$ cat config.mk
export PLATFORM = sky130hd
export DESIGN_NAME = tlqm_monitor
export DESIGN_NICKNAME = d
export VERILOG_FILES = /design/src/design/tlqm_pkg.sv /design/src/design/tlqm_alarm_filter.sv /design/src/design/tlqm_monitor.sv
export SDC_FILE = /design/constraint.sdc
export NUM_CORES = 1
export LEC_CHECK = 0
export BUFFER_PORTS_ARGS = -buffer_cell sky130_fd_sc_hd__buf_2
export CAP_MARGIN = 15
export CORE_MARGIN = 3
export CORE_UTILIZATION = 30
export DETAILED_ROUTE_END_ITERATION = 7
export PLACE_DENSITY = 0.57
export REMOVE_ABC_BUFFERS = 1
export SETUP_SLACK_MARGIN = 0.02
export SLEW_MARGIN = 20
export SYNTH_ARGS = -nofsm -noshare
export SYNTH_HDL_FRONTEND = slang
export SYNTH_SLANG_ARGS = --single-unit
$ cat constraint.sdc
create_clock -name mclk -period 10.3 [get_ports mclk]
set_input_delay 1.545 -clock mclk [delete_from_list [all_inputs] [get_ports mclk]]
set_output_delay 1.545 -clock mclk [all_outputs]
set_load 0.01 [all_outputs]
$ cat src/design/tlqm_pkg.sv
// Shared constants and types of the line quality monitor
package tlqm_pkg;

  // Clock and time base
  localparam int unsigned CLK_PERIOD_PS = 5000;
  localparam int unsigned MS_PS         = 1000000000;
  localparam int unsigned MS_CYCLES     = MS_PS / CLK_PERIOD_PS;
  localparam int unsigned MS_PER_SEC    = 1000;
  localparam int unsigned SEC_PER_HOUR  = 3600;

  // Base interval choices in seconds
  localparam logic [6:0] BI_SHORT_S = 7'h3C;
  localparam logic [6:0] BI_LONG_S  = 7'h7E;

  // Signal loss: empty pulse positions before declaring
  localparam logic [4:0] LOS_EMPTY_SLOTS = 5'h1F;
  // Frame loss: errored framing bits out of the last five
  localparam int unsigned FB_WINDOW   = 5;
  localparam logic [2:0]  FB_ERR_LIMIT = 3'h2;

  // Limits and defaults of the configuration
  localparam logic [3:0]  ENTRY_MIN   = 4'h5;
  localparam logic [3:0]  ENTRY_MAX   = 4'hF;
  localparam logic [3:0]  ENTRY_DEF   = 4'hA;
  localparam logic [9:0]  SEVERE_MIN  = 10'h001;
  localparam logic [9:0]  SEVERE_MAX  = 10'h3E8;
  localparam logic [9:0]  SEVERE_DEF  = 10'h140;
  localparam logic [2:0]  ERWIN_MIN   = 3'h1;
  localparam logic [2:0]  ERWIN_MAX   = 3'h5;
  localparam logic [2:0]  ERWIN_DEF   = 3'h2;
  localparam logic [12:0] FILT_MIN_MS = 13'h0032;
  localparam logic [12:0] FILT_MAX_MS = 13'h1388;
  localparam logic [12:0] FILT_DEF_MS = 13'h007D;
  localparam logic [4:0]  HOURS_MIN   = 5'h01;
  localparam logic [4:0]  HOURS_MAX   = 5'h18;
  localparam logic [4:0]  HOURS_DEF   = 5'h01;

  // Direction index
  localparam int unsigned DIR_DN = 0;
  localparam int unsigned DIR_UP = 1;

  typedef enum logic {
    TLQM_AVAIL   = 1'b0,
    TLQM_UNAVAIL = 1'b1
  } tlqm_avail_t;

  typedef struct packed {
    logic [3:0]  unavail_entry_count;
    logic [3:0]  avail_entry_count;
    logic [9:0]  severe_crc_threshold;
    logic [2:0]  error_rate_window;
    logic [12:0] alarm_filter_time;
    logic [12:0] remote_alarm_filter_time;
    logic        base_interval_long;
    logic [4:0]  disturb_interval_hours;
  } tlqm_cfg_t;

  localparam tlqm_cfg_t CFG_DEFAULT = '{
    unavail_entry_count:      ENTRY_DEF,
    avail_entry_count:        ENTRY_DEF,
    severe_crc_threshold:     SEVERE_DEF,
    error_rate_window:        ERWIN_DEF,
    alarm_filter_time:        FILT_DEF_MS,
    remote_alarm_filter_time: FILT_DEF_MS,
    base_interval_long:       1'b0,
    disturb_interval_hours:   HOURS_DEF
  };

  typedef struct packed {
    logic [7:0] errored_second_dn;
    logic [7:0] errored_second_up;
    logic [7:0] severely_errored_second_dn;
    logic [7:0] severely_errored_second_up;
    logic [7:0] unavailable_seconds_dn;
    logic [7:0] unavailable_seconds_up;
    logic [7:0] slip_count;
  } tlqm_rep_t;

  typedef struct packed {
    logic [15:0] disturb_dn;
    logic [15:0] disturb_up;
    logic [15:0] slip_count;
  } tlqm_drep_t;

endpackage : tlqm_pkg

$ cat src/design/tlqm_alarm_filter.sv
// Persistence filter for one alarm, in millisecond steps
`timescale 1ns/1ps
`default_nettype none
module tlqm_alarm_filter (
  // Clock and reset
  input  wire logic        mclk,
  input  wire logic        rst,
  // Time base and setting
  input  wire logic        ms_tick,
  input  wire logic [12:0] filt_ms,
  // Alarm
  input  wire logic        raw,
  output logic             filt_ff
);

  logic [12:0] hold_ff;

  // Any bounce back to the filtered level restarts the wait
  always_ff @(posedge mclk) begin
    if (rst) begin
      hold_ff <= 13'h0000;
      filt_ff <= 1'b0;
    end else if (raw == filt_ff) begin
      hold_ff <= 13'h0000;
    end else if (ms_tick) begin
      if (hold_ff + 13'h0001 >= filt_ms) begin
        filt_ff <= raw;
        hold_ff <= 13'h0000;
      end else begin
        hold_ff <= hold_ff + 13'h0001;
      end
    end
  end

endmodule : tlqm_alarm_filter
`default_nettype wire

$ cat src/design/tlqm_monitor.sv
// Line quality monitor: alarms, per-second accounting and reports
//
// Summary of operation
// - Downstream severe second: CRC threshold or alarm
// - Upstream severe second on any remote alarm
// - Unavailable direction halts all errored counting
// - Report errored counters every base interval
// - Availability tracked per direction independently
// - Enter unavailable after run; run counts unavailable
// - Leave after clean run; run counts available
// - Count and report unavailable seconds per direction
// - Configuration writes refused while path enabled
// - Entry counts 5 to 15, default 10
// - Severe CRC threshold 1 to 1000, default 320
// - Error rate window 1 to 5, default 2
// - Alarm filter 50 to 5000 ms, default 125
// - Separate remote alarm filter, same range
// - Base interval is 60 or 126 seconds
// - Disturbance interval 1 to 24 hours
// - Multidrop sends all-ones on port B
// - Multidrop output follows filtered alarms only
// - Multidrop starts after reset or on cascade change
// - Signal loss after 31 empty pulse positions
// - Frame loss on 2 of 5 or signal loss
`timescale 1ns/1ps
`default_nettype none
module tlqm_monitor #(
  parameter int unsigned MS_CYC            = tlqm_pkg::MS_CYCLES,
  parameter int unsigned EXCESS_ERROR_RATE_CRC_PER_SEC = 16
) (
  // Clock and reset
  input  wire logic                mclk,
  input  wire logic                rst,
  // Line port A receive events
  input  wire logic                pulse_slot,
  input  wire logic                pulse_seen,
  input  wire logic                framing_bit_valid,
  input  wire logic                framing_bit_err,
  input  wire logic                frame_align_ok,
  input  wire logic                all_ones_det,
  input  wire logic                remote_alarm_det,
  input  wire logic                crc_err,
  input  wire logic                slip,
  // Supervisor control
  input  wire logic                dp_enable,
  input  wire logic                cfg_wr,
  input  wire tlqm_pkg::tlqm_cfg_t cfg_in,
  input  wire logic                net_topology_cascade,
  output tlqm_pkg::tlqm_cfg_t      cfg_ff,
  output logic                     cfg_reject_ff,
  // Alarm status
  output logic                     signal_loss_ff,
  output logic                     frame_alignment_loss_ff,
  output logic                     excess_error_rate_ff,
  output logic [1:0]               unavail_ff,
  // Reports
  output logic                     report_valid_ff,
  output tlqm_pkg::tlqm_rep_t      report_ff,
  output logic                     drep_valid_ff,
  output tlqm_pkg::tlqm_drep_t     drep_ff,
  // Line port B transmit
  output logic                     multidrop_active_ff,
  output logic                     port_b_ais_ff
);

  // Time base
  logic [31:0] ms_div_ff;
  logic [9:0]  ms_in_sec_ff;
  logic        ms_tick_ff;
  logic        sec_tick_ff;

  always_ff @(posedge mclk) begin
    if (rst) begin
      ms_div_ff    <= 32'h00000000;
      ms_in_sec_ff <= 10'h000;
      ms_tick_ff   <= 1'b0;
      sec_tick_ff  <= 1'b0;
    end else begin
      ms_tick_ff  <= 1'b0;
      sec_tick_ff <= 1'b0;
      if (ms_div_ff == 32'(MS_CYC - 1)) begin
        ms_div_ff  <= 32'h00000000;
        ms_tick_ff <= 1'b1;
        if (ms_in_sec_ff == 10'(tlqm_pkg::MS_PER_SEC - 1)) begin
          ms_in_sec_ff <= 10'h000;
          sec_tick_ff  <= 1'b1;
        end else begin
          ms_in_sec_ff <= ms_in_sec_ff + 10'h001;
        end
      end else begin
        ms_div_ff <= ms_div_ff + 32'h00000001;
      end
    end
  end

  // Configuration, held while the path is enabled
  function automatic logic cfg_ok(input tlqm_pkg::tlqm_cfg_t c);
    cfg_ok = c.unavail_entry_count >= tlqm_pkg::ENTRY_MIN
          && c.avail_entry_count >= tlqm_pkg::ENTRY_MIN
          && c.severe_crc_threshold >= tlqm_pkg::SEVERE_MIN
          && c.severe_crc_threshold <= tlqm_pkg::SEVERE_MAX
          && c.error_rate_window >= tlqm_pkg::ERWIN_MIN
          && c.error_rate_window <= tlqm_pkg::ERWIN_MAX
          && c.alarm_filter_time >= tlqm_pkg::FILT_MIN_MS
          && c.alarm_filter_time <= tlqm_pkg::FILT_MAX_MS
          && c.remote_alarm_filter_time >= tlqm_pkg::FILT_MIN_MS
          && c.remote_alarm_filter_time <= tlqm_pkg::FILT_MAX_MS
          && c.disturb_interval_hours >= tlqm_pkg::HOURS_MIN
          && c.disturb_interval_hours <= tlqm_pkg::HOURS_MAX;
  endfunction : cfg_ok

  always_ff @(posedge mclk) begin
    if (rst) begin
      cfg_ff        <= tlqm_pkg::CFG_DEFAULT;
      cfg_reject_ff <= 1'b0;
    end else begin
      cfg_reject_ff <= 1'b0;
      if (cfg_wr) begin
        if (dp_enable || !cfg_ok(cfg_in)) begin
          cfg_reject_ff <= 1'b1;
        end else begin
          cfg_ff <= cfg_in;
        end
      end
    end
  end

  // Enabling the path restarts error, availability and interval counting from zero; alarm detectors keep running
  logic dp_enable_d_ff;
  logic restart;

  always_ff @(posedge mclk) begin
    if (rst) begin
      dp_enable_d_ff <= 1'b0;
    end else begin
      dp_enable_d_ff <= dp_enable;
    end
  end
  assign restart = dp_enable && !dp_enable_d_ff;

  // Signal loss detection
  logic [4:0] empty_run_ff;
  logic       los_set;

  assign los_set = pulse_slot && !pulse_seen
                && empty_run_ff == tlqm_pkg::LOS_EMPTY_SLOTS - 5'h01;

  always_ff @(posedge mclk) begin
    if (rst) begin
      empty_run_ff   <= 5'h00;
      signal_loss_ff <= 1'b0;
    end else begin
      if (pulse_slot) begin
        if (pulse_seen) begin
          empty_run_ff <= 5'h00;
        end else if (empty_run_ff != tlqm_pkg::LOS_EMPTY_SLOTS) begin
          empty_run_ff <= empty_run_ff + 5'h01;
        end
      end
      if (los_set) begin
        signal_loss_ff <= 1'b1;
      end else if (frame_align_ok) begin
        signal_loss_ff <= 1'b0;
      end
    end
  end

  // Frame loss detection over the last five framing bits
  logic [tlqm_pkg::FB_WINDOW-1:0] fb_hist_ff;
  logic [tlqm_pkg::FB_WINDOW-1:0] fb_next;
  logic [2:0]                     fb_errs;
  logic                           lof_set;

  always_comb begin
    fb_next = {fb_hist_ff[tlqm_pkg::FB_WINDOW-2:0], framing_bit_err};
    fb_errs = 3'h0;
    for (int i = 0; i < tlqm_pkg::FB_WINDOW; i++) begin
      fb_errs = fb_errs + {2'h0, fb_next[i]};
    end
  end
  assign lof_set = (framing_bit_valid && fb_errs >= tlqm_pkg::FB_ERR_LIMIT) || los_set;

  always_ff @(posedge mclk) begin
    if (rst) begin
      fb_hist_ff              <= '0;
      frame_alignment_loss_ff <= 1'b0;
    end else begin
      if (framing_bit_valid) begin
        fb_hist_ff <= fb_next;
      end else if (frame_align_ok) begin
        fb_hist_ff <= '0;
      end
      if (lof_set) begin
        frame_alignment_loss_ff <= 1'b1;
      end else if (frame_align_ok) begin
        frame_alignment_loss_ff <= 1'b0;
      end
    end
  end

  // Raw alarm levels and their filtered versions
  logic ais_raw;
  logic los_filt;
  logic lof_filt;
  logic ais_filt;
  logic rai_filt;

  assign ais_raw = frame_alignment_loss_ff && all_ones_det;

  tlqm_alarm_filter u_filt_los (
    .mclk    (mclk),
    .rst     (rst),
    .ms_tick (ms_tick_ff),
    .filt_ms (cfg_ff.alarm_filter_time),
    .raw     (signal_loss_ff),
    .filt_ff (los_filt)
  );
  tlqm_alarm_filter u_filt_lof (
    .mclk    (mclk),
    .rst     (rst),
    .ms_tick (ms_tick_ff),
    .filt_ms (cfg_ff.alarm_filter_time),
    .raw     (frame_alignment_loss_ff),
    .filt_ff (lof_filt)
  );
  tlqm_alarm_filter u_filt_ais (
    .mclk    (mclk),
    .rst     (rst),
    .ms_tick (ms_tick_ff),
    .filt_ms (cfg_ff.alarm_filter_time),
    .raw     (ais_raw),
    .filt_ff (ais_filt)
  );
  tlqm_alarm_filter u_filt_rai (
    .mclk    (mclk),
    .rst     (rst),
    .ms_tick (ms_tick_ff),
    .filt_ms (cfg_ff.remote_alarm_filter_time),
    .raw     (remote_alarm_det),
    .filt_ff (rai_filt)
  );

  // Per-second event collection; events in the tick cycle still count
  logic [9:0] crc_sec_ff;
  logic       dn_alarm_sec_ff;
  logic       up_alarm_sec_ff;
  logic       slip_sec_ff;
  logic [9:0] crc_now;
  logic       dn_alarm_now;
  logic       up_alarm_now;
  logic       slip_now;

  assign crc_now      = (crc_err && crc_sec_ff != 10'h3FF) ? crc_sec_ff + 10'h001 : crc_sec_ff;
  assign dn_alarm_now = dn_alarm_sec_ff || signal_loss_ff || frame_alignment_loss_ff || ais_raw;
  assign up_alarm_now = up_alarm_sec_ff || remote_alarm_det;
  assign slip_now     = slip_sec_ff || slip;

  always_ff @(posedge mclk) begin
    if (rst || sec_tick_ff || restart) begin
      crc_sec_ff      <= 10'h000;
      dn_alarm_sec_ff <= 1'b0;
      up_alarm_sec_ff <= 1'b0;
      slip_sec_ff     <= 1'b0;
    end else begin
      crc_sec_ff      <= crc_now;
      dn_alarm_sec_ff <= dn_alarm_now;
      up_alarm_sec_ff <= up_alarm_now;
      slip_sec_ff     <= slip_now;
    end
  end

  logic [1:0] ses_now;
  logic [1:0] es_now;

  assign ses_now[tlqm_pkg::DIR_DN] = crc_now >= cfg_ff.severe_crc_threshold
                                  || dn_alarm_now;
  assign ses_now[tlqm_pkg::DIR_UP] = up_alarm_now;
  assign es_now[tlqm_pkg::DIR_DN]  = crc_now != 10'h000 || dn_alarm_now || slip_now;
  assign es_now[tlqm_pkg::DIR_UP]  = up_alarm_now;

  // Excess error rate over a window of whole seconds
  logic [12:0] excess_error_rate_sum_ff;
  logic [2:0]  excess_error_rate_secs_ff;
  logic [12:0] excess_error_rate_total;

  assign excess_error_rate_total = excess_error_rate_sum_ff + {3'h0, crc_now};

  always_ff @(posedge mclk) begin
    if (rst || restart) begin
      excess_error_rate_sum_ff         <= 13'h0000;
      excess_error_rate_secs_ff        <= 3'h0;
      excess_error_rate_ff <= 1'b0;
    end else if (sec_tick_ff) begin
      if (excess_error_rate_secs_ff + 3'h1 >= cfg_ff.error_rate_window) begin
        excess_error_rate_ff <= excess_error_rate_total
                             >= 13'(EXCESS_ERROR_RATE_CRC_PER_SEC * cfg_ff.error_rate_window);
        excess_error_rate_sum_ff         <= 13'h0000;
        excess_error_rate_secs_ff        <= 3'h0;
      end else begin
        excess_error_rate_sum_ff  <= excess_error_rate_total;
        excess_error_rate_secs_ff <= excess_error_rate_secs_ff + 3'h1;
      end
    end
  end

  // Availability per direction
  tlqm_pkg::tlqm_avail_t avail_st_ff [2];
  logic [3:0]            run_ff      [2];
  logic [7:0]            uas_ff      [2];
  logic                  report_due;

  always_ff @(posedge mclk) begin
    for (int d = 0; d < 2; d++) begin
      if (rst || restart) begin
        avail_st_ff[d] <= tlqm_pkg::TLQM_AVAIL;
        run_ff[d]      <= 4'h0;
        uas_ff[d]      <= 8'h00;
      end else if (sec_tick_ff) begin
        if (report_due) begin
          uas_ff[d] <= 8'h00;
        end
        case (avail_st_ff[d])
          tlqm_pkg::TLQM_AVAIL: begin
            if (!ses_now[d]) begin
              run_ff[d] <= 4'h0;
            end else if (run_ff[d] + 4'h1 >= cfg_ff.unavail_entry_count) begin
              avail_st_ff[d] <= tlqm_pkg::TLQM_UNAVAIL;
              run_ff[d]      <= 4'h0;
              uas_ff[d]      <= (report_due ? 8'h00 : uas_ff[d])
                              + {4'h0, cfg_ff.unavail_entry_count};
            end else begin
              run_ff[d] <= run_ff[d] + 4'h1;
            end
          end
          tlqm_pkg::TLQM_UNAVAIL: begin
            if (ses_now[d]) begin
              run_ff[d] <= 4'h0;
              uas_ff[d] <= (report_due ? 8'h00 : uas_ff[d]) + 8'h01;
            end else if (run_ff[d] + 4'h1 >= cfg_ff.avail_entry_count) begin
              avail_st_ff[d] <= tlqm_pkg::TLQM_AVAIL;
              run_ff[d]      <= 4'h0;
              uas_ff[d]      <= (report_due || uas_ff[d] < {4'h0, run_ff[d]})
                              ? 8'h00 : uas_ff[d] - {4'h0, run_ff[d]};
            end else begin
              run_ff[d] <= run_ff[d] + 4'h1;
              uas_ff[d] <= (report_due ? 8'h00 : uas_ff[d]) + 8'h01;
            end
          end
          default: begin
            avail_st_ff[d] <= tlqm_pkg::TLQM_AVAIL;
          end
        endcase
      end
    end
  end

  always_ff @(posedge mclk) begin
    if (rst) begin
      unavail_ff <= 2'h0;
    end else begin
      unavail_ff <= {avail_st_ff[1] == tlqm_pkg::TLQM_UNAVAIL,
                     avail_st_ff[0] == tlqm_pkg::TLQM_UNAVAIL};
    end
  end

  // Base interval counting and report
  logic [6:0] bi_sec_ff;
  logic       any_unavail;
  logic [7:0] es_ff  [2];
  logic [7:0] ses_ff [2];
  logic [7:0] slip_ff;

  assign report_due  = bi_sec_ff + 7'h01 >= (cfg_ff.base_interval_long
                     ? tlqm_pkg::BI_LONG_S : tlqm_pkg::BI_SHORT_S);
  assign any_unavail = avail_st_ff[0] == tlqm_pkg::TLQM_UNAVAIL
                    || avail_st_ff[1] == tlqm_pkg::TLQM_UNAVAIL;

  always_ff @(posedge mclk) begin
    if (rst || restart) begin
      bi_sec_ff <= 7'h00;
      slip_ff   <= 8'h00;
      for (int d = 0; d < 2; d++) begin
        es_ff[d]  <= 8'h00;
        ses_ff[d] <= 8'h00;
      end
    end else if (sec_tick_ff) begin
      bi_sec_ff <= report_due ? 7'h00 : bi_sec_ff + 7'h01;
      slip_ff   <= report_due ? 8'h00 : slip_ff + {7'h00, slip_now};
      for (int d = 0; d < 2; d++) begin
        if (report_due) begin
          es_ff[d]  <= 8'h00;
          ses_ff[d] <= 8'h00;
        end else if (!any_unavail) begin
          es_ff[d]  <= es_ff[d] + {7'h00, es_now[d]};
          ses_ff[d] <= ses_ff[d] + {7'h00, ses_now[d]};
        end
      end
    end
  end

  // Report shows the interval just closed, this second included except in the unavailable second counts
  always_ff @(posedge mclk) begin
    if (rst) begin
      report_valid_ff <= 1'b0;
      report_ff       <= '0;
    end else begin
      report_valid_ff <= 1'b0;
      if (sec_tick_ff && report_due && dp_enable && !restart) begin
        report_valid_ff                      <= 1'b1;
        report_ff.errored_second_dn          <= es_ff[0] + {7'h00, es_now[0] && !any_unavail};
        report_ff.errored_second_up          <= es_ff[1] + {7'h00, es_now[1] && !any_unavail};
        report_ff.severely_errored_second_dn <= ses_ff[0] + {7'h00, ses_now[0] && !any_unavail};
        report_ff.severely_errored_second_up <= ses_ff[1] + {7'h00, ses_now[1] && !any_unavail};
        report_ff.unavailable_seconds_dn     <= uas_ff[0];
        report_ff.unavailable_seconds_up     <= uas_ff[1];
        report_ff.slip_count                 <= slip_ff + {7'h00, slip_now};
      end
    end
  end

  // Disturbance and slip counting over whole hours
  logic [11:0] hr_sec_ff;
  logic [4:0]  hours_ff;
  logic        dn_alarm_d_ff;
  logic        up_alarm_d_ff;
  logic        dn_alarm_lvl;
  logic        hour_end;
  logic        drep_due;

  assign dn_alarm_lvl = signal_loss_ff || frame_alignment_loss_ff || ais_raw;
  assign hour_end     = sec_tick_ff && hr_sec_ff == 12'(tlqm_pkg::SEC_PER_HOUR - 1);
  assign drep_due     = hour_end && hours_ff + 5'h01 >= cfg_ff.disturb_interval_hours;

  always_ff @(posedge mclk) begin
    if (rst || restart) begin
      hr_sec_ff     <= 12'h000;
      hours_ff      <= 5'h00;
      dn_alarm_d_ff <= 1'b0;
      up_alarm_d_ff <= 1'b0;
      drep_valid_ff <= 1'b0;
      drep_ff       <= '0;
    end else begin
      dn_alarm_d_ff <= dn_alarm_lvl;
      up_alarm_d_ff <= remote_alarm_det;
      drep_valid_ff <= drep_due && dp_enable;
      if (sec_tick_ff) begin
        hr_sec_ff <= hour_end ? 12'h000 : hr_sec_ff + 12'h001;
      end
      if (hour_end) begin
        hours_ff <= drep_due ? 5'h00 : hours_ff + 5'h01;
      end
      // Counts restart on the report strobe; events in the due cycle and the strobe cycle are dropped
      if (drep_valid_ff) begin
        drep_ff <= '0;
      end else if (!drep_due) begin
        drep_ff.disturb_dn <= drep_ff.disturb_dn + {15'h0000, dn_alarm_lvl && !dn_alarm_d_ff};
        drep_ff.disturb_up <= drep_ff.disturb_up
                            + {15'h0000, remote_alarm_det && !up_alarm_d_ff};
        drep_ff.slip_count <= drep_ff.slip_count + {15'h0000, slip};
      end
    end
  end

  // Multidrop start and all-ones forwarding to port B
  logic topo_d_ff;
  logic booted_ff;

  always_ff @(posedge mclk) begin
    if (rst) begin
      booted_ff           <= 1'b0;
      topo_d_ff           <= 1'b0;
      multidrop_active_ff <= 1'b0;
    end else begin
      booted_ff <= 1'b1;
      topo_d_ff <= net_topology_cascade;
      if (!booted_ff) begin
        multidrop_active_ff <= net_topology_cascade;
      end else if (net_topology_cascade && !topo_d_ff) begin
        multidrop_active_ff <= 1'b1;
      end else if (!net_topology_cascade && topo_d_ff) begin
        multidrop_active_ff <= 1'b0;
      end
    end
  end

  always_ff @(posedge mclk) begin
    if (rst) begin
      port_b_ais_ff <= 1'b0;
    end else begin
      port_b_ais_ff <= multidrop_active_ff && (los_filt || lof_filt || ais_filt);
    end
  end

  // Remote alarm after filtering drives no output; upstream counting uses the raw remote alarm
  logic rai_status_unused;
  assign rai_status_unused = rai_filt;

endmodule : tlqm_monitor
`default_nettype wire

# Word level (Yosys, flattened, before mapping)
# Memory sizes are Yosys's and may differ from the RTL's.
# Index checks and enable logic that the tools add are counted.
[word_totals]
register_bits = 328
n_memories = 5
out_inout_bits = 167
ram_bits = 58
[op_classes]
mux = 144
magnitude_cmp = 27
addsub = 36
n_eq_ne = 10
bitwise = 40
reduce_logical = 78
[mem_list]
columns = ["memory", "depth", "width", "read_ports", "rd_clocked_by_memory_dff", "write_ports", "line_no", "rtl"]
rows = [
  ["es_ff", 2, 8, 2, 0, 2, "tlqm_monitor.sv:369", "logic [7:0] es_ff [2];"],
  ["ses_ff", 2, 8, 2, 0, 2, "tlqm_monitor.sv:370", "logic [7:0] ses_ff [2];"],
  ["uas_ff", 2, 8, 2, 0, 2, "tlqm_monitor.sv:309", "logic [7:0] uas_ff [2];"],
  ["run_ff", 2, 4, 2, 0, 2, "tlqm_monitor.sv:308", "logic [3:0] run_ff [2];"],
  ["avail_st_ff", 2, 1, 2, 0, 2, "tlqm_monitor.sv:307", "tlqm_pkg::tlqm_avail_t avail_st_ff [2];"],
]
[ops]
columns = ["operator", "n"]
rows = [
  ["8-bit two-way mux", 23],
  ["1-bit two-way mux", 94],
  ["8-bit by 1-bit adder with 8-bit output", 9],
  ["4-bit two-way mux", 14],
  ["13-bit two-way mux", 4],
  ["16-bit by 1-bit adder with 16-bit output", 3],
  ["13-bit by 1-bit adder with 13-bit output, second input constant", 3],
  ["13-bit greater-or-equal comparator", 3],
  ["1-bit bitwise OR", 34],
  ["32-bit by 1-bit adder with 32-bit output, second input constant", 1],
  ["32-bit by 18-bit == test with 1-bit output, second input constant", 1],
  ["1-bit logical AND", 31],
  ["13-bit by 6-bit greater-or-equal comparator with 1-bit output, second input constant", 2],
  ["13-bit <= comparator, second input constant", 2],
  ["10-bit by 1-bit adder with 10-bit output, second input constant", 2],
  ["1-bit logical OR", 20],
  ["10-bit two-way mux", 2],
  ["8-bit by 1-bit adder with 8-bit output, second input constant", 2],
  ["8-bit by 4-bit adder with 8-bit output", 2],
  ["4-bit greater-or-equal comparator", 4],
  ["8-bit by 4-bit < comparator with 1-bit output", 2],
  ["8-bit by 4-bit subtractor with 8-bit output", 2],
  ["5-bit two-way mux", 3],
  ["7-bit two-way mux", 2],
  ["other kinds (38)", 70],
]

# Depth between registers and ports, before layout
# Gate-level depths: netlist (run 1).
[logic_depth]
depth_word = 16
mapped_depth = 19

# Hierarchy
# From an unflattened synthesis (run 1), not the netlist that was laid out.
[hier_totals]
cells_unflattened = 2359
hier_area_um2 = 20664.8
[by_module_without_submodules]
columns = ["module", "area_per_inst_um2", "cells_each", "instances"]
rows = [
  ["tlqm_monitor", 17568.1, 1993, 1],
  ["tlqm_alarm_filter", 1032.2, 122, 3],
]

# Worst setup path after synthesis (run 1)
# Ideal clock, no wire load.
[synth_path]
path_type = "input to register"
startpoint = "input port crc_err"
endpoint = "register excess_error_rate_ff"
arrival_time_ns = 4.271
path_slack_ns = 5.903
path_stages = 16
n_path_buf = 1
path_cell_list = "and3_1 clkbuf_1 a21oi_1 a41oi_1 ha_1 a21oi_1 nor2b_1 or2_2 nor2_1 xnor2_1 ha_1 a21o_1 a21oi_1 o2111ai_1 nor4_1 o21ai_0"
[synth_between]
elab_chain_len = 4
[synth_rtl]
columns = ["element", "line_no", "rtl"]
rows = [
  ["start: declaration", "tlqm_monitor.sv:42", "input wire logic crc_err,"],
  ["1-bit logical AND", "tlqm_monitor.sv:253", "assign crc_now = (crc_err && crc_sec_ff != 10'h3FF) ? crc_sec_ff + 10'h001 : crc_sec_ff;"],
  ["10-bit two-way mux", "tlqm_monitor.sv:253", ""],
  ["via crc_now[3]", "tlqm_monitor.sv:248", "logic [9:0] crc_now;"],
  ["13-bit by 10-bit adder with 13-bit output", "tlqm_monitor.sv:286", "assign excess_error_rate_total = excess_error_rate_sum_ff + {3'h0, crc_now};"],
  ["13-bit by 7-bit greater-or-equal comparator with 1-bit output", "tlqm_monitor.sv:296", ">= 13'(EXCESS_ERROR_RATE_CRC_PER_SEC * cfg_ff.error_rate_window);"],
  ["end signal: assignment", "tlqm_monitor.sv:295", "excess_error_rate_ff <= excess_error_rate_total"],
  ["end: declaration", "tlqm_monitor.sv:54", "output logic excess_error_rate_ff,"],
]
# The timed path passes the listed nets, and every way through them passes these cells.
# A chain may end at the register's enable or synchronous reset.

==> results.txt, run 1 <==
* Wire length of the first global-routing pass: 95.1 mm
- In this run the static leakage power is 0.0102 uW.
- Post-CTS repair changed the size of 0 cells.
- Tightest Pin Transition: 1.07 ns
* Worst Setup Start Kind: flip-flop
- First-pass iteration count of the detailed router: 5
* Power density cells: 144 nW/um^2
- The path class of the tightest hold or removal check is flip-flop to flip-flop.
- Layout Area Growth over Synthesis: 18.2%
- Top cells by area in the synthesized netlist: sky130_fd_sc_hd__dfxtp_1, sky130_fd_sc_hd__ha_1, sky130_fd_sc_hd__edfxtp_1, sky130_fd_sc_hd__nor2_1, sky130_fd_sc_hd__xor2_1
- Synthesis produced 2396 cells.
- After detailed routing, the number of remaining DRC violations is 0.
* Hold path depth: 2
* R2R Path Start: bi_sec_ff[0]
- For this run, the number of Yosys warnings is 0.
- For the final database, setup skew stands at 0.0254 ns.
- After layout, the minimum clock period comes to 4.44 ns.
* DIE HEIGHT: 269 um
- The H-tree was split into 2 levels.
- For this run the aggregate overflow at the end of global routing stands at 0.
- Maximum fanout along the worst path: 12
- The tree built by TritonCTS fans out to 386 sinks.
* Total of flip-flops plus latches after synthesis: 386
- Summing the areas of all fa, ha and maj instances in the mapped netlist gives 9.37% of the synthesized area.
- Weighted congestion reported at the end of routability-driven placement: 0.810
* Min-Delay Endpoint: report_ff[41]
- The count of final max-slew check failures came to 0.
- Non-filler instance count after layout: 3562
- Relative contribution of sequential cells to total power: 44.6%
- The die covers 72400 sq um.
- Initial antenna violation count: 13
- Start point of the worst hold path: report_ff[41]
- Summed instance area of the synthesized netlist: 20800 sq um
- Max-cap violations in this run came to 0.
- Post-synth top flop: sky130_fd_sc_hd__dfxtp_1
- The biggest area contributor in the post-synthesis netlist is sky130_fd_sc_hd__dfxtp_1.
- Placed insts: 3466
* Via density per instance: 4.97
- Sw Pwr: 855 uW
* Tot GR Track Use: 16.0%
- Insertion delay to the later sink of the worst-skew pair: 0.59 ns
- Initial Utilization: 30.6%
- For this run, asynchronously set or reset flops after synthesis account for 0%.
- IR drop worst, VDD: 0.135 mV
* Net switching fraction of the power: 24.2%
* Internal Dissipation: 2680 uW
- Hold Buf Count CTS: 0
- The number of cells on the worst reg-to-reg path is 17.
- Number of buffers added for setup after CTS: 0
* Reg-to-reg setup timing slack: 5.86 ns
* Worst hold slack: 0.452 ns
* Post-synth EDFFs: 58
- Final cycle utilization of the critical path: 43.1%
- The detailed router finished its first iteration with 1310 violations.
* Data required time of the critical path: 10.63 ns
- Vias in the first global route: 16.7k
- The synthesized netlist devotes 22.6% of its cell area to simple gates.
* Number of failing setup endpoints in the final timing report: 0
* IO Count: 234
- Top cell type's share of synthesized area: 31.6%
- Most common cell in the netlist: sky130_fd_sc_hd__dfxtp_1
* Worst Setup End Kind: flip-flop
* Clk pin slew, worst setup/hold paths: 0.06 ns
- Number of clock buffers inserted by TritonCTS: 48
* Run status: finished, final reports clean
- Per report_power, the clock group accounts for 50.1% of the total.
- Nets@finish: 2814
- Post-Route WL: 59.7 mm
- Cells with a size suffix above 1 make up 13.6% of the layout.
* Root Buffer: sky130_fd_sc_hd__clkbuf_16
- The routed layout has 17.7k vias.
* Routed length per placed instance: 16.8 um
* Mean instance size in the synthesized netlist: 8.67 sq um
- After Yosys synthesis, XOR and XNOR cells account for 8.73% of the synthesized area.
- The number of hold violations in the final report came to 0.
- By area, the combinational part of the netlist is dominated by simple AND/OR/NAND/NOR gates.
- Buffers placed on the I/O ports in this run total 233.
- In this run the standard cell core region covers 67900 sq um.
- Width of the die: 269 um
* Maximum number of pins on one net before global-route repair: 87
- Measured against the total synthesized area, the mux share comes to 1.99%.
- CP arrival: 4.76 ns
* Count of nets left with antenna violations after detail routing: 0
- Post-synthesis compound-gate area fraction: 13.7%
- In this run the tightest slew margin relative to its limit is 28.5%.
- CTS tree: built
- Combinational logic burns 5.3% of the power.
- In this run the deepest clock path goes through 3 buffers.
- Std-Cell Rows: 95
- After routing, the total negative slack on setup checks comes to 0 ns.
- Reg-to-reg critical path endpoint: uas_ff[0][6]
- Ranked by instance count, the synthesized netlist is headed by sky130_fd_sc_hd__dfxtp_1, sky130_fd_sc_hd__nor2_1, sky130_fd_sc_hd__nand2_1.
- Timing would allow up to 225 MHz.
* Path type of the worst setup path: flip-flop to flip-flop
* Sequential-to-total area share from yosys stat: 40.0%
- Setup repair after global routing left no endpoint under its margin.
- The wire-length estimate of the detail-placed layout is 43.2 mm.
- Number of distinct library cells after synthesis: 75
==> power groups by stage <==
stage          Clock [uW]  Sequential [uW]  Combinational, uW
3_3_place_gp            0             1610                185
4_1_cts              1820             1580                187
3_5_place_dp            0             1610                185
6_report             1770             1580                186
5_1_grt              1880             1580                209
2_1_floorplan           0             1600                105
==> per-stage QoR <==
stage          utilization, %  area (sq um)  total power, uW  worst slack, ns
6_report                 36.2         24500             3540             5.86
5_1_grt                  36.1         24500             3670             5.57
4_1_cts                  36.1         24500             3580             5.86
3_5_place_dp             33.6         22800             1800             5.40
3_3_place_gp             33.6         22800             1800             5.41
2_1_floorplan               -         20300             1710             5.00
==> cell type report <==
| cell class | count | area (sq um) |
|---|---|---|
| inverter | 87 | 327 |
| clock buffer | 62 | 1360 |
| clock inverter | 27 | 314 |
| multi-input combinational | 1818 | 11700 |
| timing repair buffer | 254 | 1330 |
| fill | 7074 | 43300 |
| antenna | 7 | 17.5 |
| sequential | 386 | 8310 |
| tap | 921 | 1150 |
==> per-layer routing <==
| metal | global-route usage [%] | vias to the layer above | part of all wire, % |
|---|---|---|---|
| met5 | 0 | - | 0.11 |
| met1 | 22.8 | 8275 | 49 |
| met4 | 3.49 | 12 | 1.3 |
| met2 | 24.6 | 425 | 43 |
| met3 | 3.81 | 73 | 7.0 |
| li1 | - | 8917 | - |
==> critical path, stage by stage (launching register included) <==
cell and delay (ns):
sky130_fd_sc_hd__dfxtp_1 0.41, sky130_fd_sc_hd__ha_1 0.25, sky130_fd_sc_hd__nand3_1 0.13, sky130_fd_sc_hd__nor2_1 0.15, sky130_fd_sc_hd__xor2_1 0.10, sky130_fd_sc_hd__ha_1 0.28, sky130_fd_sc_hd__nand3_1 0.07, sky130_fd_sc_hd__a2111o_1 0.35
sky130_fd_sc_hd__nand2b_1 0.46, sky130_fd_sc_hd__nor2_1 0.17, sky130_fd_sc_hd__ha_1 0.26, sky130_fd_sc_hd__fa_1 0.41, sky130_fd_sc_hd__a21o_1 0.18, sky130_fd_sc_hd__a21oi_1 0.23, sky130_fd_sc_hd__nor2_1 0.09, sky130_fd_sc_hd__xnor2_1 0.14
sky130_fd_sc_hd__nor2_1 0.05, sky130_fd_sc_hd__or3b_2 0.46
==> registers in the layout (all words and copies together), names as in the netlist, 2 cells and up <==
| register | flops |
|---|---|
| cfg_ff | 53 |
| u_filt_los.hold_ff | 13 |
| crc_sec_ff | 10 |
| excess_error_rate_secs_ff | 3 |
| bi_sec_ff | 7 |
| empty_run_ff | 5 |
| slip_ff | 8 |
| avail_st_ff | 2 |
| ms_div_ff | 32 |
| u_filt_lof.hold_ff | 13 |
| hr_sec_ff | 12 |
| excess_error_rate_sum_ff | 13 |
| report_ff | 56 |
| fb_hist_ff | 4 |
| drep_ff | 48 |
| es_ff | 16 |
| u_filt_ais.hold_ff | 13 |
| uas_ff | 16 |
| ms_in_sec_ff | 10 |
| ses_ff | 16 |
| unavail_ff | 2 |
| run_ff | 8 |
| hours_ff | 5 |
==> how the worst max path moves through the flow <==
stage                      start      endpoint  slack, ns
global route             crc_err  uas_ff[0][7]       5.57
finish              bi_sec_ff[0]  uas_ff[0][6]       5.86
global placement         crc_err  uas_ff[0][7]       5.41
CTS                 bi_sec_ff[0]  uas_ff[0][6]       5.86
detailed placement       crc_err  uas_ff[0][7]       5.40
floorplan             cfg_in[35]     cfg_ff[0]       5.00
==> logic make-up after synthesis <==
family / after synthesis
flops: 386
compound gates: 439
xor+xnor: 207
mux: 41
fa+ha+maj: 152
buf+inv: 192
simple gates: 979
==> cell usage in the layout (no fill, tap or decap), drive strengths merged, types with 11 or more instances in the layout <==
| cell | instances |
|---|---|
| and2 | 28 |
| dfxtp | 328 |
| xor2 | 118 |
| nand3 | 141 |
| clkbuf | 62 |
| nor2 | 286 |
| nor2b | 25 |
| or3 | 28 |
| a31oi | 23 |
| inv | 92 |
| xnor2 | 89 |
| and3 | 60 |
| clkinv | 12 |
| a22o | 18 |
| o31ai | 11 |
| edfxtp | 58 |
| nor3b | 11 |
| nand4 | 27 |
| a21o | 31 |
| buf | 254 |
| ha | 146 |
| nor4 | 25 |
| mux2i | 39 |
| o21ai | 78 |
| nand2 | 230 |
| o2111ai | 14 |
| nand2b | 21 |
| a211oi | 43 |
| a21oi | 140 |
| nor3 | 58 |
(Power assumes the default switching activity.)
==> run 2: changes to the inputs <==
--- a/config.mk
+++ b/config.mk
@@ -10,7 +10,7 @@
 export CORE_MARGIN = 3
 export CORE_UTILIZATION = 30
 export DETAILED_ROUTE_END_ITERATION = 7
-export PLACE_DENSITY = 0.57
+export PLACE_DENSITY = 0.59
 export REMOVE_ABC_BUFFERS = 1
 export SETUP_SLACK_MARGIN = 0.02
 export SLEW_MARGIN = 20
==> constraint.sdc (replaced) <==
create_clock -name mclk -period 3.6 [get_ports mclk]
set_input_delay 0.54 -clock mclk [delete_from_list [all_inputs] [get_ports mclk]]
set_output_delay 0.54 -clock mclk [all_outputs]
set_load 0.01 [all_outputs]
==> run 2 against run 1 <==
Count of clock-buffer cells in the layout up 3. Largest cell class unchanged. Cell area increased by 4.3%. Power rose to 2.9 times the previous value. Die area stayed put. Flip-flop and latch count unchanged. First-iteration DRC count down 23%. Sequential share of layout area shrank 1.4 points. Hold slack lost 0.25 ns. Wire length down 0.43%. Highest routed layer is now met4. Non-clock buffer count increased by 104.
==> results.txt, run 2 (same netlist as run 1, synthesis figures left out) <==
- Share of the core filled with cells in the final layout: 37.7% (+1.5 points)
- In the final layout, the registers with the most flip-flops are report_ff x56, cfg_ff x53, drep_ff x48.
* Static power due to leakage: 0.0108 uW (+5.8%)
- The count of fill cells added during filler insertion came to 6910 (-2.3%).
- Area taken by multi-input logic gates: 11900 sq um (+1.5%)
* Post-Route WL: 59.5 mm (-0.43%)
- The largest net degree at the start of global routing was 87 (unchanged).
- Number of failing setup endpoints in the final timing report: 0 (unchanged)
- The worst setup path is launched from a flip-flop.
- The total placed cells including tap cells was 3564 (+2.8%).
- The highest net fanout along the worst path is 4 (-8).
* Weighted congestion reported at the end of routability-driven placement: 0.848 (+4.7%)
- Routed length per placed instance: 16.3 um (-3.1%)
- Largest stage delay on the critical path: 0.39 ns (-0.07 ns)
- DIE HEIGHT: 269 um (unchanged)
- The flip-flop count of the largest register after layout was 56 (unchanged).
- CTS H-Tree Depth: 2 (unchanged)
* Buffer depth of the longest clock path: 3 (unchanged)
* Number of port buffers: 233 (unchanged)
- The post-cts hold buffer count was 0 (unchanged).
* Width of the die: 269 um (unchanged)
- The effective utilization at floorplan came to 30.6% (unchanged).
- The placeable core region is 67900 sq um (unchanged).
- The critical path in this run is classified as flip-flop to flip-flop.
- The antenna violation net count after detailed routing was 0 (unchanged).
- Insertion delay to the later sink of the worst-skew pair: 0.59 ns (about the same)
- The first-pass GRT wire length is 93.3 mm (-1.9%).
- Setup repair after global routing could not meet its margin everywhere.
- Final min period: 3.50 ns (-0.937 ns)
* Run status: finished, final reports clean
- The number of nets in the final layout came to 2917 (+3.7%).
- The total global routing overflow is 0 (unchanged).
- IR drop worst, VDD: 0.359 mV (+170%)
* Final cycle utilization of the critical path: 97.2% (+54 points)
- Worst Setup End Kind: flip-flop
* First-pass iteration count of the detailed router: 7 (+2)
* DRC marker count from the first detailed-route iteration: 1012 (-23%)
- The HPWL reported at the end of detailed placement was 44.4 mm (+2.9%).
* Root Buffer: sky130_fd_sc_hd__clkbuf_16
- IO Count: 234 (unchanged)
- Reg-to-reg setup timing slack: 0.10 ns (-5.76 ns)
- Number of clock buffers inserted by TritonCTS: 47 (-2.1%)
- Overall via count from detail_route: 18.0k (+1.5%)
* Largest reg by FF count: report_ff
- Critical Path, Cell by Cell: and4_4 > nand3_1 > and2_2 > xnor2_2 > inv_1 > ha_1 > fa_2 > a21o_1 > a22oi_2 > nor2b_2 > xnor2_1 > ha_1 > nand2_1 > nor2_1 > nand3_1 > o2111ai_1 > nor4_1 > o21ai_0
* R2R Path Start: crc_sec_ff[8]
- Max_slew headroom: 42.4% (+14 points)
* Hold Violations, Final: 0 (unchanged)
- The site row count came to 95 (unchanged).
- The number of max-cap violations was 0 (unchanged).
- Via density per instance: 4.91 (-1.2%)
- Tot GR Track Use: 15.8% (-0.25 points)
- Start point of the worst hold path: net_topology_cascade
- Worst clock skew on the final layout: 0.0275 ns (+0.00215 ns)
* Vias in the first global route: 16.7k (+0.40%)
- Layout Area Growth over Synthesis: 23.2%
- Share of cells above drive strength 1: 18.4% (+4.8 points)
- The post-detailed-route DRC marker count was 0 (unchanged).
- TritonCTS built the clock tree.
* CP max-delay cell: sky130_fd_sc_hd__fa_2
* Most common cell after layout, fill and taps aside: sky130_fd_sc_hd__dfxtp_1
- The required arrival time at the worst endpoint was 4.04 ns (-6.59 ns).
- Commonest cells after routing, fill and taps aside: sky130_fd_sc_hd__dfxtp_1, sky130_fd_sc_hd__nor2_1, sky130_fd_sc_hd__buf_2
- Number of pins exceeding their max-slew limit in the final report: 0 (unchanged)
* Worst Hold Class: input pin to flip-flop
* Die footprint: 72400 sq um (unchanged)
- The critical path starts at crc_sec_ff[8].
* Top achievable clock speed: 286 MHz (+27%)
* Tightest Pin Transition: 0.857 ns (-0.209 ns)
- CP arrival: 3.94 ns (-0.82 ns)
- The clock input transition at the sequential cells of the worst setup and hold paths was 0.06 ns (about the same).
- TritonCTS Sinks: 386 (unchanged)
- Combined flip-flop and latch cell area: 8310 sq um (about the same)
- Non-filler instance count after layout: 3659 (+2.7%)
* Power density cells: 400 nW/um^2 (+180%)
- Initial antenna violation count: 2 (-11)
-- run 2: changes by cell type in the layout (fill, tap and decap cells not counted), moves of 4 or more --
cell,change
sky130_fd_sc_hd__buf_4,+99
sky130_fd_sc_hd__clkbuf_8,+9
sky130_fd_sc_hd__clkbuf_1,-4
sky130_fd_sc_hd__ha_1,-7
sky130_fd_sc_hd__buf_12,+5
sky130_fd_sc_hd__diode_2,-5
sky130_fd_sc_hd__a21oi_2,+6
sky130_fd_sc_hd__a21oi_1,-6
sky130_fd_sc_hd__o21ai_0,-4
sky130_fd_sc_hd__ha_4,+5
-- run 2: through the flow --
stage / setup TNS [ns] / worst slack, ns / hold slack (ns) / power [uW] / cell area (sq um)
final: 0 / 0.101 / 0.203 / 10200 / 25600
after CTS: -0.000451 / -0.000451 / 0.168 / 10300 / 25400
after global placement: -1.81 / -0.355 / 0.441 / 5190 / 23600
after detailed placement: -2.18 / -0.379 / 0.446 / 5190 / 23600
after global routing: -0.221 / -0.221 / 0.188 / 10600 / 25600
after floorplan: -69.84 / -0.717 / 0.430 / 4890 / 20300
-- run 2: final cells by class --
type	count	share of cell area, %
Inverter	87	1.28
Multi-Input combinational cell	1818	46.6
Antenna cell	2	0.0196
Sequential cell	386	32.5
Clock inverter	22	1.11
Timing Repair Buffer	358	8.50
Tap cell	921	4.50
Clock buffer	65	5.54
-- run 2: path summary, 6_finish.rpt --
path,end,cells past startpoint
max,excess_error_rate_ff,18
min,topo_d_ff,2
max reg2reg,excess_error_rate_ff,18
min reg2reg,report_ff[25],2
-- run 2: what timing repair did --
item	in CTS	in global routing
buffers inserted	2	4
pin swaps	8	19
endpoints found under the hold margin	0	0
gates cloned	0	0
resized for setup	17	32
setup endpoints to repair	12	20
-- run 2: worst max-delay path, delay by kind of cell (launching register included) --
kind	cells	cell delay, ns
AO/OA/AOI/OAI	4	0.60
buffers and inverters	1	0.06
adder cells (fa/ha/maj)	3	0.89
flip-flops	1	0.38
XOR/XNOR	2	0.34
AND/OR/NAND/NOR	8	1.12
-- run 2: per-layer routing --
metal  part of all wire [%]  up-vias  routed length, um  global-route usage [%]
li1                       -     9132                  -                       -
met5                      0        -                  0                       0
met2                     45      345              26500                    25.1
met1                     48     8406              28500                    21.7
met4                    2.5        0               1490                    4.49
met3                    5.0       77               2980                    2.99
-- run 2: power breakdown --
group,leakage (uW),internal [uW],total [uW],switching (uW)
clock network,0.000840,3120,5120,1990
registers,0.00328,4430,4510,78.9
logic,0.00669,237,596,359
total,0.0108,7790,10200,2430
